## config.mk

```make
export PLATFORM = sky130hd
export DESIGN_NAME = umls_top
export DESIGN_NICKNAME = d
export VERILOG_FILES = /design/src/umls_pkg.sv /design/src/umls_top.sv
export SDC_FILE = /design/constraint.sdc
export NUM_CORES = 2
export LEC_CHECK = 0
export ABC_CLOCK_PERIOD_IN_PS = 10600
export BUFFER_PORTS_ARGS = -buffer_cell sky130_fd_sc_hd__buf_4
export CAP_MARGIN = 30
export CORE_UTILIZATION = 40
export CTS_CLUSTER_DIAMETER = 120
export CTS_CLUSTER_SIZE = 25
export DETAILED_ROUTE_END_ITERATION = 16
export PLACE_DENSITY_LB_ADDON = 0.15
export RECOVER_POWER = 100
export SYNTH_ARGS = -nofsm -noshare
export SYNTH_HDL_FRONTEND = slang
export SYNTH_SLANG_ARGS = --single-unit
```

## constraint.sdc

```tcl
create_clock -name pclk -period 10.6 [get_ports pclk]
set_input_delay 0.53 -clock pclk [delete_from_list [all_inputs] [get_ports pclk]]
set_output_delay 0.53 -clock pclk [all_outputs]
set_load 0.05 [all_outputs]
```

## src/umls_pkg.sv

```systemverilog
// shared constants and carriers for the uart modem and line status block
package umls_pkg;

  // register byte offsets on the apb bus
  localparam logic [7:0] OFS_DATA = 8'h00;      // rx holding read, tx holding write
  localparam logic [7:0] OFS_IER = 8'h04;       // interrupt_enable
  localparam logic [7:0] OFS_FIFO_CTL = 8'h08;  // fifo enable and fifo resets
  localparam logic [7:0] OFS_FEATURE_CONTROL = 8'h0C;      // feature_control
  localparam logic [7:0] OFS_MCR = 8'h10;       // modem_control
  localparam logic [7:0] OFS_LSR = 8'h14;       // line_status
  localparam logic [7:0] OFS_MSR = 8'h18;       // modem_status
  localparam logic [7:0] OFS_SCR = 8'h1C;       // scratch_storage / enhanced_mode_select
  localparam logic [7:0] OFS_EFR = 8'h20;       // enhanced_feature
  localparam logic [7:0] OFS_TRIG = 8'h24;      // rx trigger level for auto rts

  // reset values
  localparam logic [7:0] RST_BYTE = 8'h00;      // all control registers but the rx trigger level
  localparam logic [7:0] RST_TRIG = 8'h01;      // rx trigger level
  localparam logic [31:0] RD_ZERO = 32'h0000_0000;

  // modem_control field positions
  localparam int MCR_DTR = 0;
  localparam int MCR_RTS = 1;
  localparam int MCR_AUX1 = 2;
  localparam int MCR_AUX2 = 3;
  localparam int MCR_LOOP = 4;

  // other field positions
  localparam int FIFO_EN = 0;                    // fifo control: enable
  localparam int FIFO_RX_RST = 1;                // fifo control: rx reset
  localparam int FIFO_TX_RST = 2;                // fifo control: tx reset
  localparam int IER_MODEM = 3;                  // modem status interrupt enable
  localparam int EFR_ARTS = 6;                   // auto rts enable
  localparam int EFR_ACTS = 7;                   // auto cts enable
  localparam int FEATURE_CONTROL_SWAP = 6;                  // scratchpad swap
  localparam int ENHANCED_MODE_SELECT_SEL0 = 0;                  // level counter select bit 0
  localparam int ENHANCED_MODE_SELECT_SEL1 = 1;                  // level counter select bit 1

  // auto rts hysteresis in characters, indexed by {enhanced_mode_select[5:4], feature_control[1:0]}
  localparam logic [15:0][5:0] HYST_TBL = {
    6'h24, 6'h1c, 6'h14, 6'h0c, 6'h34, 6'h30, 6'h2c, 6'h28,
    6'h20, 6'h18, 6'h10, 6'h08, 6'h08, 6'h06, 6'h04, 6'h00
  };

  // one received character from the deserialiser
  typedef struct packed {
    logic [7:0] data;     // character bits
    logic parity_err;     // parity mismatch
    logic frame_err;      // stop bit missing
    logic brk;            // line held low for a whole frame
  } umls_rx_char_s;

  // modem handshake inputs, all active low
  typedef struct packed {
    logic carrier_in_n;   // carrier detect
    logic ring_in_n;      // ring indicator
    logic dsr_in_n;       // data set ready
    logic cts_in_n;       // clear to send
  } umls_modem_in_s;

endpackage

```

## src/umls_top.sv

```systemverilog
// uart modem control, line status, modem status and scratchpad block
//
// Our own choices: register access over APB and the register offsets.
`timescale 1ns/1ns
module umls_top
  import umls_pkg::*;
#(
  parameter int DEPTH = 64,
  parameter int ADDR_W = 8
) (
  // apb slave
  input wire logic pclk,
  input wire logic presetn,
  input wire logic psel,
  input wire logic penable,
  input wire logic pwrite,
  input wire logic [ADDR_W-1:0] paddr,
  input wire logic [31:0] pwdata,
  input wire logic [3:0] pstrb,
  output logic [31:0] prdata,
  output logic pready,
  output logic pslverr,
  // receive side from the deserialiser
  input wire logic rx_in_valid,
  input wire umls_rx_char_s rx_in,
  // transmit side to the serialiser
  input wire logic tx_shift_busy,
  output logic tx_start,
  output logic [7:0] tx_data,
  output logic loopback_on,
  // modem pins
  input wire umls_modem_in_s modem_in,
  output logic dtr_out_n,
  output logic rts_out_n,
  output logic aux_out_two_n,
  output logic irq_out_en,
  output logic modem_irq
);

  localparam int AW = $clog2(DEPTH);
  localparam logic [AW:0] FULL_CNT = (AW+1)'(DEPTH);
  localparam logic [AW:0] ONE_CNT = (AW+1)'(1);

  // whole module state
  typedef struct packed {
    logic [7:0] modem_control;                 // modem_control
    logic [7:0] interrupt_enable;                 // interrupt_enable
    logic fifo_en;                   // fifo mode
    logic [7:0] feature_control;                // feature_control
    logic [7:0] enhanced_feature;                 // enhanced_feature
    logic [7:0] enhanced_mode_select;                // enhanced_mode_select
    logic [7:0] scratch;             // scratch_storage
    logic [7:0] trig;                // rx trigger level
    logic [DEPTH-1:0][10:0] rx_mem;  // data and tags
    logic [AW-1:0] rx_rd;
    logic [AW-1:0] rx_wr;
    logic [AW:0] rx_cnt;
    logic [AW:0] rx_err_cnt;         // tagged entries held
    logic brk_hold;                  // last character offered was a break
    logic overrun;
    logic [DEPTH-1:0][7:0] tx_mem;
    logic [AW-1:0] tx_rd;
    logic [AW-1:0] tx_wr;
    logic [AW:0] tx_cnt;
    logic tx_start;
    logic [7:0] tx_data;
    logic [3:0] msr_prev;            // last seen status nibble
    logic [3:0] delta;               // change flags
    logic alt_tx;                    // next alternating read is tx
    logic rts_stop;                  // auto rts holding off
    logic pready;
    logic [31:0] prdata;
    logic pslverr;
    logic dtr_n;
    logic rts_n;
    logic aux2_n;
    logic irq_en;
    logic modem_irq;
  } umls_state_s;

  umls_state_s st_r;
  umls_state_s st_nxt;

  // outputs straight from state flops
  assign prdata = st_r.prdata;
  assign pready = st_r.pready;
  assign pslverr = st_r.pslverr;
  assign tx_start = st_r.tx_start;
  assign tx_data = st_r.tx_data;
  assign loopback_on = st_r.modem_control[MCR_LOOP];
  assign dtr_out_n = st_r.dtr_n;
  assign rts_out_n = st_r.rts_n;
  assign aux_out_two_n = st_r.aux2_n;
  assign irq_out_en = st_r.irq_en;
  assign modem_irq = st_r.modem_irq;

  // next state
  always_comb begin
    logic [7:0] ofs;           // low address byte
    logic access;              // first access cycle, read data prepared
    logic done;                // completing edge of a transfer
    logic wr;                  // completing write with low lane enabled
    logic rd;                  // completing read
    logic [7:0] wbyte;         // written byte
    logic [3:0] msr_now;       // cts, dsr, ri, cd status
    logic [7:0] line_status;           // live line status
    logic [10:0] rx_head;      // head entry
    logic [AW:0] cap;          // fifo capacity in this mode
    logic rx_push;
    logic rx_pop;
    logic tx_push;
    logic tx_pop;
    logic push_tag;
    logic pop_tag;
    logic [7:0] flvl;          // selected fifo level
    logic [7:0] rd_byte;
    logic rd_ok;
    logic [5:0] hyst;
    logic [8:0] hi_mark;
    logic [8:0] lo_mark;
    logic [8:0] rx_lvl;
    logic cts_ok;
    st_nxt = st_r;
    // safe defaults for the locals from msr_now to cts_ok, overwritten below
    msr_now = 4'h0;
    line_status = 8'h00;
    rx_push = 1'b0;
    rx_pop = 1'b0;
    tx_push = 1'b0;
    tx_pop = 1'b0;
    push_tag = 1'b0;
    pop_tag = 1'b0;
    flvl = 8'h00;
    rd_byte = 8'h00;
    rd_ok = 1'b0;
    hyst = 6'h00;
    hi_mark = 9'h000;
    lo_mark = 9'h000;
    rx_lvl = 9'h000;
    cts_ok = 1'b0;
    ofs = paddr[7:0];
    access = psel & penable & ~st_r.pready;
    done = psel & penable & st_r.pready;
    wr = done & pwrite & pstrb[0];
    rd = done & ~pwrite;
    wbyte = pwdata[7:0];
    cap = st_r.fifo_en ? FULL_CNT : ONE_CNT;
    rx_head = st_r.rx_mem[st_r.rx_rd];

    // modem status: inverted pins or looped control bits
    if (st_r.modem_control[MCR_LOOP]) begin
      msr_now = {st_r.modem_control[MCR_AUX2], st_r.modem_control[MCR_AUX1], st_r.modem_control[MCR_DTR],
                 st_r.modem_control[MCR_RTS]};
    end else begin
      msr_now = ~{modem_in.carrier_in_n, modem_in.ring_in_n, modem_in.dsr_in_n,
                  modem_in.cts_in_n};
    end

    // live line status
    line_status[0] = (st_r.rx_cnt != '0);
    line_status[1] = st_r.overrun;
    line_status[2] = line_status[0] & rx_head[2];
    line_status[3] = line_status[0] & rx_head[1];
    line_status[4] = line_status[0] & rx_head[0];
    line_status[5] = (st_r.tx_cnt == '0);
    line_status[6] = (st_r.tx_cnt == '0) & ~tx_shift_busy & ~st_r.tx_start;
    line_status[7] = st_r.fifo_en & (st_r.rx_err_cnt != '0);

    // fifo level selection for swap reads
    if (~st_r.enhanced_mode_select[ENHANCED_MODE_SELECT_SEL0]) begin
      flvl = 8'(st_r.rx_cnt);
    end else if (~st_r.enhanced_mode_select[ENHANCED_MODE_SELECT_SEL1]) begin
      flvl = 8'(st_r.tx_cnt);
    end else begin
      flvl = st_r.alt_tx ? 8'(st_r.tx_cnt) : 8'(st_r.rx_cnt);
    end

    // read mux
    rd_ok = 1'b1;
    case (ofs)
      OFS_DATA: rd_byte = rx_head[10:3];
      OFS_IER: rd_byte = st_r.interrupt_enable;
      OFS_FIFO_CTL: rd_byte = {7'h00, st_r.fifo_en};
      OFS_FEATURE_CONTROL: rd_byte = st_r.feature_control;
      OFS_MCR: rd_byte = st_r.modem_control;
      OFS_LSR: rd_byte = line_status;
      OFS_MSR: rd_byte = {msr_now, st_r.delta};
      OFS_SCR: rd_byte = st_r.feature_control[FEATURE_CONTROL_SWAP] ? flvl : st_r.scratch;
      OFS_EFR: rd_byte = st_r.enhanced_feature;
      OFS_TRIG: rd_byte = st_r.trig;
      default: begin
        rd_byte = RST_BYTE;
        rd_ok = 1'b0;
      end
    endcase

    // apb handshake: data prepared in the first access cycle
    st_nxt.pready = access;
    if (access) begin
      st_nxt.prdata = pwrite ? RD_ZERO : {24'h00_0000, rd_byte};
      st_nxt.pslverr = ~rd_ok;
    end else if (done) begin
      st_nxt.prdata = RD_ZERO;
      st_nxt.pslverr = 1'b0;
    end

    // register writes
    if (wr) begin
      case (ofs)
        OFS_IER: st_nxt.interrupt_enable = wbyte;
        OFS_FIFO_CTL: st_nxt.fifo_en = wbyte[FIFO_EN];
        OFS_FEATURE_CONTROL: st_nxt.feature_control = wbyte;
        OFS_MCR: st_nxt.modem_control = wbyte;
        OFS_EFR: st_nxt.enhanced_feature = wbyte;
        OFS_TRIG: st_nxt.trig = wbyte;
        OFS_SCR: begin
          if (st_r.feature_control[FEATURE_CONTROL_SWAP]) begin
            st_nxt.enhanced_mode_select = wbyte;
            st_nxt.alt_tx = 1'b0;
          end else begin
            st_nxt.scratch = wbyte;
          end
        end
        default: begin
          st_nxt.interrupt_enable = st_nxt.interrupt_enable;
        end
      endcase
    end

    // alternating level counter steps on each scratch read while swap is on and both select bits are set
    if (rd && ofs == OFS_SCR && st_r.feature_control[FEATURE_CONTROL_SWAP] && (&st_r.enhanced_mode_select[1:0])) begin
      st_nxt.alt_tx = ~st_r.alt_tx;
    end

    // receive fifo
    rx_pop = rd && ofs == OFS_DATA && st_r.rx_cnt != '0;
    rx_push = 1'b0;
    if (rx_in_valid) begin
      if (rx_in.brk && st_r.brk_hold && st_r.fifo_en) begin
        rx_push = 1'b0;
      end else if (st_r.rx_cnt >= cap && !rx_pop) begin
        st_nxt.overrun = 1'b1;
      end else begin
        rx_push = 1'b1;
      end
      st_nxt.brk_hold = rx_in.brk;
    end
    // overrun clears only if it was reported; a new one wins
    if (rd && ofs == OFS_LSR && st_r.prdata[1] && !(rx_in_valid && !rx_push
        && !(rx_in.brk && st_r.brk_hold && st_r.fifo_en))) begin
      st_nxt.overrun = 1'b0;
    end
    push_tag = rx_push & (rx_in.parity_err | rx_in.frame_err | rx_in.brk);
    pop_tag = rx_pop & (|rx_head[2:0]);
    if (rx_push) begin
      st_nxt.rx_mem[st_r.rx_wr] = {rx_in.data, rx_in.parity_err, rx_in.frame_err,
                                   rx_in.brk};
      st_nxt.rx_wr = st_r.rx_wr + 1'b1;
    end
    if (rx_pop) begin
      st_nxt.rx_rd = st_r.rx_rd + 1'b1;
    end
    st_nxt.rx_cnt = st_r.rx_cnt + (AW+1)'(rx_push) - (AW+1)'(rx_pop);
    st_nxt.rx_err_cnt = st_r.rx_err_cnt + (AW+1)'(push_tag) - (AW+1)'(pop_tag);

    // transmit fifo
    cts_ok = ~st_r.enhanced_feature[EFR_ACTS] | msr_now[0];
    tx_pop = ~st_r.tx_start & ~tx_shift_busy & (st_r.tx_cnt != '0) & cts_ok;
    tx_push = wr && ofs == OFS_DATA && (st_r.tx_cnt < cap || tx_pop);
    st_nxt.tx_start = tx_pop;
    if (tx_pop) begin
      st_nxt.tx_data = st_r.tx_mem[st_r.tx_rd];
      st_nxt.tx_rd = st_r.tx_rd + 1'b1;
    end
    if (tx_push) begin
      st_nxt.tx_mem[st_r.tx_wr] = wbyte;
      st_nxt.tx_wr = st_r.tx_wr + 1'b1;
    end
    st_nxt.tx_cnt = st_r.tx_cnt + (AW+1)'(tx_push) - (AW+1)'(tx_pop);

    // fifo resets, self clearing
    if (wr && ofs == OFS_FIFO_CTL && wbyte[FIFO_RX_RST]) begin
      st_nxt.rx_rd = '0;
      st_nxt.rx_wr = '0;
      st_nxt.rx_cnt = '0;
      st_nxt.rx_err_cnt = '0;
    end
    if (wr && ofs == OFS_FIFO_CTL && wbyte[FIFO_TX_RST]) begin
      st_nxt.tx_rd = '0;
      st_nxt.tx_wr = '0;
      st_nxt.tx_cnt = '0;
    end

    // modem change flags: clear reported bits, new change wins
    st_nxt.msr_prev = msr_now;
    if (rd && ofs == OFS_MSR) begin
      st_nxt.delta = st_r.delta & ~st_r.prdata[3:0];
    end
    if (msr_now[0] != st_r.msr_prev[0]) begin
      st_nxt.delta[0] = 1'b1;
    end
    if (msr_now[1] != st_r.msr_prev[1]) begin
      st_nxt.delta[1] = 1'b1;
    end
    if (!msr_now[2] && st_r.msr_prev[2]) begin
      st_nxt.delta[2] = 1'b1;
    end
    if (msr_now[3] != st_r.msr_prev[3]) begin
      st_nxt.delta[3] = 1'b1;
    end
    st_nxt.modem_irq = st_r.interrupt_enable[IER_MODEM] & (|st_r.delta);

    // auto rts watermarks around the trigger level
    hyst = HYST_TBL[{st_r.enhanced_mode_select[5:4], st_r.feature_control[1:0]}];
    rx_lvl = 9'(st_r.rx_cnt);
    hi_mark = {1'b0, st_r.trig} + {3'h0, hyst};
    lo_mark = (st_r.trig > {2'h0, hyst}) ? {1'b0, st_r.trig - {2'h0, hyst}} : 9'h000;
    if (rx_lvl >= hi_mark) begin
      st_nxt.rts_stop = 1'b1;
    end else if (rx_lvl < lo_mark) begin
      st_nxt.rts_stop = 1'b0;
    end

    // dtr, rts and aux two pins, parked high during loopback
    if (st_r.modem_control[MCR_LOOP]) begin
      st_nxt.dtr_n = 1'b1;
      st_nxt.rts_n = 1'b1;
      st_nxt.aux2_n = 1'b1;
    end else begin
      st_nxt.dtr_n = ~st_r.modem_control[MCR_DTR];
      if (st_r.enhanced_feature[EFR_ARTS] && st_r.modem_control[MCR_RTS]) begin
        st_nxt.rts_n = st_r.rts_stop;
      end else begin
        st_nxt.rts_n = ~st_r.modem_control[MCR_RTS];
      end
      st_nxt.aux2_n = ~st_r.modem_control[MCR_AUX2];
    end
    st_nxt.irq_en = st_r.modem_control[MCR_AUX2];
  end

  // state register
  always_ff @(posedge pclk or negedge presetn) begin
    if (!presetn) begin
      st_r <= '0;
      st_r.trig <= RST_TRIG;
      st_r.dtr_n <= 1'b1;
      st_r.rts_n <= 1'b1;
      st_r.aux2_n <= 1'b1;
    end else begin
      st_r <= st_nxt;
    end
  end

endmodule

```

== Word level (Yosys, flattened, before mapping) ==
Memory sizes are Yosys's and may differ from the RTL's.
Cells that the tools add are included.

* Add/sub/neg operators: 12
* $lt $le $gt $ge: 12
* Equal/unequal tests: 13
* Muxes and demuxes: 49
* Bitwise operators: 35
* Reductions and logical operators: 63

{| class="wikitable"
|+ Operators by type and width
! cell !! number
|-
| 704-bit bitwise mux || 1
|-
| 512-bit bitwise mux || 1
|-
| 8-bit case mux with 10 select lines || 1
|-
| 11-bit binary-select mux with 6-bit select || 1
|-
| 11-bit demux with 6-bit select || 1
|-
| 33-bit 2-to-1 mux || 2
|-
| 8-bit binary-select mux with 6-bit select || 1
|-
| 8-bit demux with 6-bit select || 1
|-
| 8-bit 2-to-1 mux || 5
|-
| 8-bit by 5-bit equality test with 1-bit output (second input constant) || 4
|-
| 6-bit 2-to-1 mux || 5
|-
| 2-bit nonzero test || 15
|-
| 6-bit by 7-bit < comparator with 1-bit output (second input constant) || 4
|-
| 7-bit 2-to-1 mux || 4
|-
| 26-bit 2-to-1 mux || 1
|-
| 6-bit by 1-bit adder with 6-bit output (second input constant) || 4
|-
| 1-bit logical AND || 23
|-
| 11-bit 2-to-1 mux || 2
|-
| 7-bit by 1-bit adder with 7-bit output || 3
|-
| 7-bit nonzero test || 3
|-
| 7-bit by 1-bit subtractor with 7-bit output || 3
|-
| 1-bit 2-to-1 mux || 19
|-
| 19-bit 2-to-1 mux || 1
|-
| 1-bit bitwise AND || 18
|-
| other kinds (29) || 61
|}

* Flip-flop bits (word level): 1,376
* Memory bits (read-only): 96
* Bits of input ports: 66
* Output and inout port bits: 49
* Word-level logic and storage cells: 347
* Memories kept: 1

{| class="wikitable"
|+ Memory list
! memory !! depth !! width !! read ports !! clocked after memory_dff !! wr ports !! line !! RTL
|-
| (no name shown) || 16 || 6 || 1 || 0 || 0 || umls_top.sv:314 || <nowiki>hyst = HYST_TBL[{st_r.enhanced_mode_select[5:4], st_r.feature_control[1:0]}];</nowiki>
|}

== Longest topological paths before layout ==
* Depth in word-level cells: 17
* Mapped depth: 21

== Worst setup path before layout ==
Ideal clock, no wire load.

* Path kind: register to register
* Start point: register st_r[611] (netlist bit)
* End point: register st_r[597] (netlist bit)
* Arrival time: 4.145 ns
* Required time: 10.522 ns
* Path slack: 6.377 ns
* Cell stages (with the launch flop): 20
* Path buffers: 4
* Clock period less this slack: 4.223 ns
* Cells stage by stage: dfrtp_1 > buf_2 > buf_2 > buf_2 > buf_2 > mux4_2 > a211oi_1 > a21oi_1 > o31ai_1 > a31oi_1 > ha_1 > inv_1 > ha_1 > fa_1 > a21oi_1 > o21bai_1 > a21oi_1 > nor2_1 > or3_1 > a21oi_1

{| class="wikitable"
|+ RTL lines
! element !! line !! RTL
|-
| start: declaration || umls_top.sv:81 || <nowiki>umls_state_s st_r;</nowiki>
|-
| start signal: assignment || umls_top.sv:350 || <nowiki>st_r <= st_nxt;</nowiki>
|}

== Final worst setup path ==
* Start point: register st_r[602] (netlist bit)
* End point: register st_r[665] (netlist bit)

* Cells in the longest elaborated chain, start to end: 7

{| class="wikitable"
|+ Ends and longest elaborated chain
! element !! line !! RTL
|-
| branches (longest 3 deep; another with 7-bit greater-or-equal comparator) || - ||
|-
| 1-bit logical AND * || umls_top.sv:241 || <nowiki>end else if (st_r.rx_cnt >= cap && !rx_pop) begin</nowiki>
|-
| 1-bit 2-to-1 mux * || umls_top.sv:241 ||
|-
| 1-bit 2-to-1 mux * || umls_top.sv:239 || <nowiki>if (rx_in.brk && st_r.brk_hold && st_r.fifo_en) begin</nowiki>
|-
| 1-bit 2-to-1 mux * || umls_top.sv:238 || <nowiki>if (rx_in_valid) begin</nowiki>
|}

Every way passes the cells marked *.
A chain may end at the register's enable or synchronous reset.

==> results.sh <==
export IMPL_avgSynthCellArea_um2=14.16
export IMPL_tightest_slew_ns=4.217
export IMPL_synth_top_family_by_area="multiplexers"
export IMPL_drt_iter0_drc=2362
export IMPL_outcome="finished with violations"
export IMPL_grt_pass1_vias=37403
export IMPL_syn_inst=4498
export IMPL_slew_viol_final=777
export IMPL_wl_met1_um=77870
export IMPL_wl_per_cell_um=25.84
export IMPL_crit_type="flip-flop to flip-flop"
export IMPL_final_common_cell="dfrtp_1"
export IMPL_hpwl_um=103900
export IMPL_syn_to_final_growth_pct=5.574
export IMPL_synth_simple_area_share_pct=3.894
export IMPL_ant_nets=0
export IMPL_end_kind="flip-flop"
export IMPL_drive_above_1_share_pct=38.92
export IMPL_crit_path_start_kind="flip-flop"
export IMPL_nets=4454
export IMPL_htree_levels=2
export IMPL_final_period_utilization_pct=71.76
export IMPL_synth_edf_count=0
export IMPL_io_pins=115
export IMPL_synthAdderAreaFrac_pct=1.434
export IMPL_firstDrtPassIters=7
export IMPL_initial_utilization_pct=40.26
export IMPL_cts_tree="done"
export IMPL_fp_dieW_um=401.0
export IMPL_clock_path_buffers=3
export IMPL_finalSetupTns_ns=0
export IMPL_cts_buffers=61
export IMPL_timing_max_cap_violations=15
export IMPL_cts_root_buf="clkbuf_16"
export IMPL_final_cell_mix="1,341 x dfrtp_1, 1,262 x mux2_2, 250 x mux4_2"
export IMPL_cp_max_fo=20
export IMPL_wl_um=165500
export IMPL_die_area_mm2=0.1608
export IMPL_grt_max_degree=163
export IMPL_postCtsSetupBuffers=0
export IMPL_timing_fmax_mhz=131.5
export IMPL_antenna_found_initial=1
export IMPL_synth_ff_type="dfrtp_1"
export IMPL_grt_pass1_wl_um=254400
export IMPL_fp_dieH_um=401.0
export IMPL_port_buffer_count=63
export IMPL_powerDensity_mw_per_mm2=194.5
export IMPL_row_count=146
export IMPL_synth_area_mux_share_pct=33.82
export IMPL_ys_seq_area_share_pct=53.06
export IMPL_hold_violations=0
export IMPL_async_flop_share_pct=100.0
export IMPL_gp_congestion=0.8015
export IMPL_cp_arrival_ns=8.22
export IMPL_num_vias=36506
export IMPL_setup_violations=0
export IMPL_wl_met3_um=5857
export IMPL_routed_top_layer="met5"
export IMPL_insertion_delay_ns=0.73
export IMPL_ctsResizeCount=0
export IMPL_period_minus_slack_ns=7.607
export IMPL_clock_skew_ns=0.04684
export IMPL_overflow=0
export IMPL_required_ns=11.21
export IMPL_synthXorXnorAreaFrac_pct=0.6051
export IMPL_clock_sinks=1350
export IMPL_min_path_type="primary input to flip-flop"
export IMPL_synth_distinct_cells=77
export IMPL_ys_ff_latch=1350
export IMPL_grt_usage_pct=20.67
export IMPL_via_per_inst=5.698
export IMPL_hold_slack_ns=0.08156
export IMPL_synth_compound_area_share_pct=4.022
export IMPL_vdd_drop_max_uv=158.0
export IMPL_slew_headroom_pct=-181.1
export IMPL_wl_met2_um=78170
export IMPL_violations="max-capacitance violations, max-slew violations"
export IMPL_drcViolationCount=0
export IMPL_yosys_warnings=0
export IMPL_p_leak_nw=31.18
export IMPL_coreArea_mm2=0.1582
export IMPL_path_clk_slew_ns=0.11
export IMPL_syn_area_mm2=0.06368
export IMPL_grt_setup_unrepaired="false"
flip-flops by register name, summed over array words and instances, names as in the netlist:
register	flops
tx_start	1
irq_out_en	1
st_r	1324
dtr_out_n	1
aux_out_two_n	1
st_nxt	1
loopback_on	1
prdata	8
rts_out_n	1
pready	1
tx_data	8
modem_irq	1
pslverr	1
through the flow:
step	setup WS (ns)	instances	power, mW	utilization, %	instance area, um2
after floorplan	6.377	4521	9.323	-	63770
after global placement	4.771	6311	10.36	41.53	65700
after detailed placement	4.794	6321	10.47	41.61	65830
after CTS	4.731	6401	13.27	42.69	67530
after global routing	2.295	6406	13.81	42.50	67230
final	2.993	6407	13.08	42.50	67230
kinds of logic (layout without fill, tap and decap cells):
logic type,count (synthesis),in the layout
flip-flops,1350,1350
adder cells (fa/ha/maj),70,70
XOR/XNOR,44,44
AO/OA/AOI/OAI,377,377
other,1,25
multiplexers,1679,1679
buffers and inverters,471,284
AND/OR/NAND/NOR,506,506
worst max-delay path: stages (launching register included):
cell and delay (ns):
dfrtp_1 0.54, inv_1 0.15, ha_1 0.25, nand3b_1 0.15
o2111a_1 0.55, o21bai_1 0.22, and2b_1 0.15, clkbuf_1 0.94
inv_1 0.62, nor4_1 2.07, nand2_1 1.26, mux2_2 0.57
final cells by class:
type | count | area (um2)
inverters | 62 | 232.7
diodes | 1 | 2.502
clock inverters | 5 | 102.6
well taps | 2072 | 2592
multi-input cells | 2700 | 27940
repair buffers | 143 | 969.7
flip-flops and latches | 1350 | 33800
clock buffers | 74 | 1585
fillers | 14592 | 90960
synth_stat cells (7+ instances only):
cell type | number | area share (%)
ha_1 | 65 | 1.3
nor2b_1 | 11 | 0.11
xnor2_1 | 32 | 0.44
buf_2 | 54 | 0.42
nand3b_1 | 7 | 0.083
mux2i_1 | 146 | 2.3
nand3_1 | 51 | 0.40
nand4_1 | 9 | 0.088
xor2_1 | 12 | 0.17
nor3b_1 | 10 | 0.12
or3_1 | 8 | 0.079
buf_1 | 45 | 0.27
nor3_1 | 22 | 0.17
buf_4 | 47 | 0.55
clkbuf_1 | 262 | 1.5
o21bai_1 | 9 | 0.11
nor2_1 | 138 | 0.81
mux2_2 | 1263 | 22
nand2_1 | 160 | 0.94
or2_2 | 8 | 0.079
a221oi_1 | 10 | 0.14
mux2_1 | 20 | 0.35
and3_1 | 17 | 0.17
nand2b_1 | 13 | 0.13
a211oi_1 | 13 | 0.15
inv_1 | 57 | 0.34
dfrtp_1 | 1346 | 53
o21ai_0 | 41 | 0.32
o211ai_1 | 19 | 0.22
mux4_2 | 250 | 8.8
a21o_1 | 7 | 0.083
o22ai_1 | 32 | 0.31
o221ai_1 | 57 | 0.78
a21oi_1 | 107 | 0.84
a22oi_1 | 38 | 0.45
and2_1 | 9 | 0.088
power breakdown:
group / leakage (nW) / internal (mW) / switching, mW
sequential: 18.3 / 6.19 / 0.671
clock: 0.818 / 1.07 / 1.70
combinational: 12.0 / 1.72 / 1.73
total: 31.2 / 8.98 / 4.10
final timing paths:
path                                   from    endpoint  slack, ns  cells past startpoint
worst max-delay path              st_r[602]   st_r[665]       2.99                     11
worst min-delay path            rx_in_valid   st_r[590]       0.08                      2
max in group asynchronous           presetn  st_r[1320]       3.64                      4
worst min register to register    st_r[190]   st_r[190]       0.49                      1
worst max register to register    st_r[602]   st_r[665]       2.99                     11
min in group asynchronous           presetn  st_r[1323]       0.45                      2
per-layer routing:
metal	global-route usage (%)	vias up
met5	0	-
met4	4.450	2
met3	2.016	152
met2	33.01	592
met1	30.53	19755
li1	-	16005
what timing repair did:
| item | 4_1_cts | 5_1_grt |
|---|---|---|
| hold buffers | 1 | 0 |
| hold endpoints to repair | 118 | 0 |
| endpoints found under the setup margin | 0 | 0 |
(Power assumes the default switching activity.)
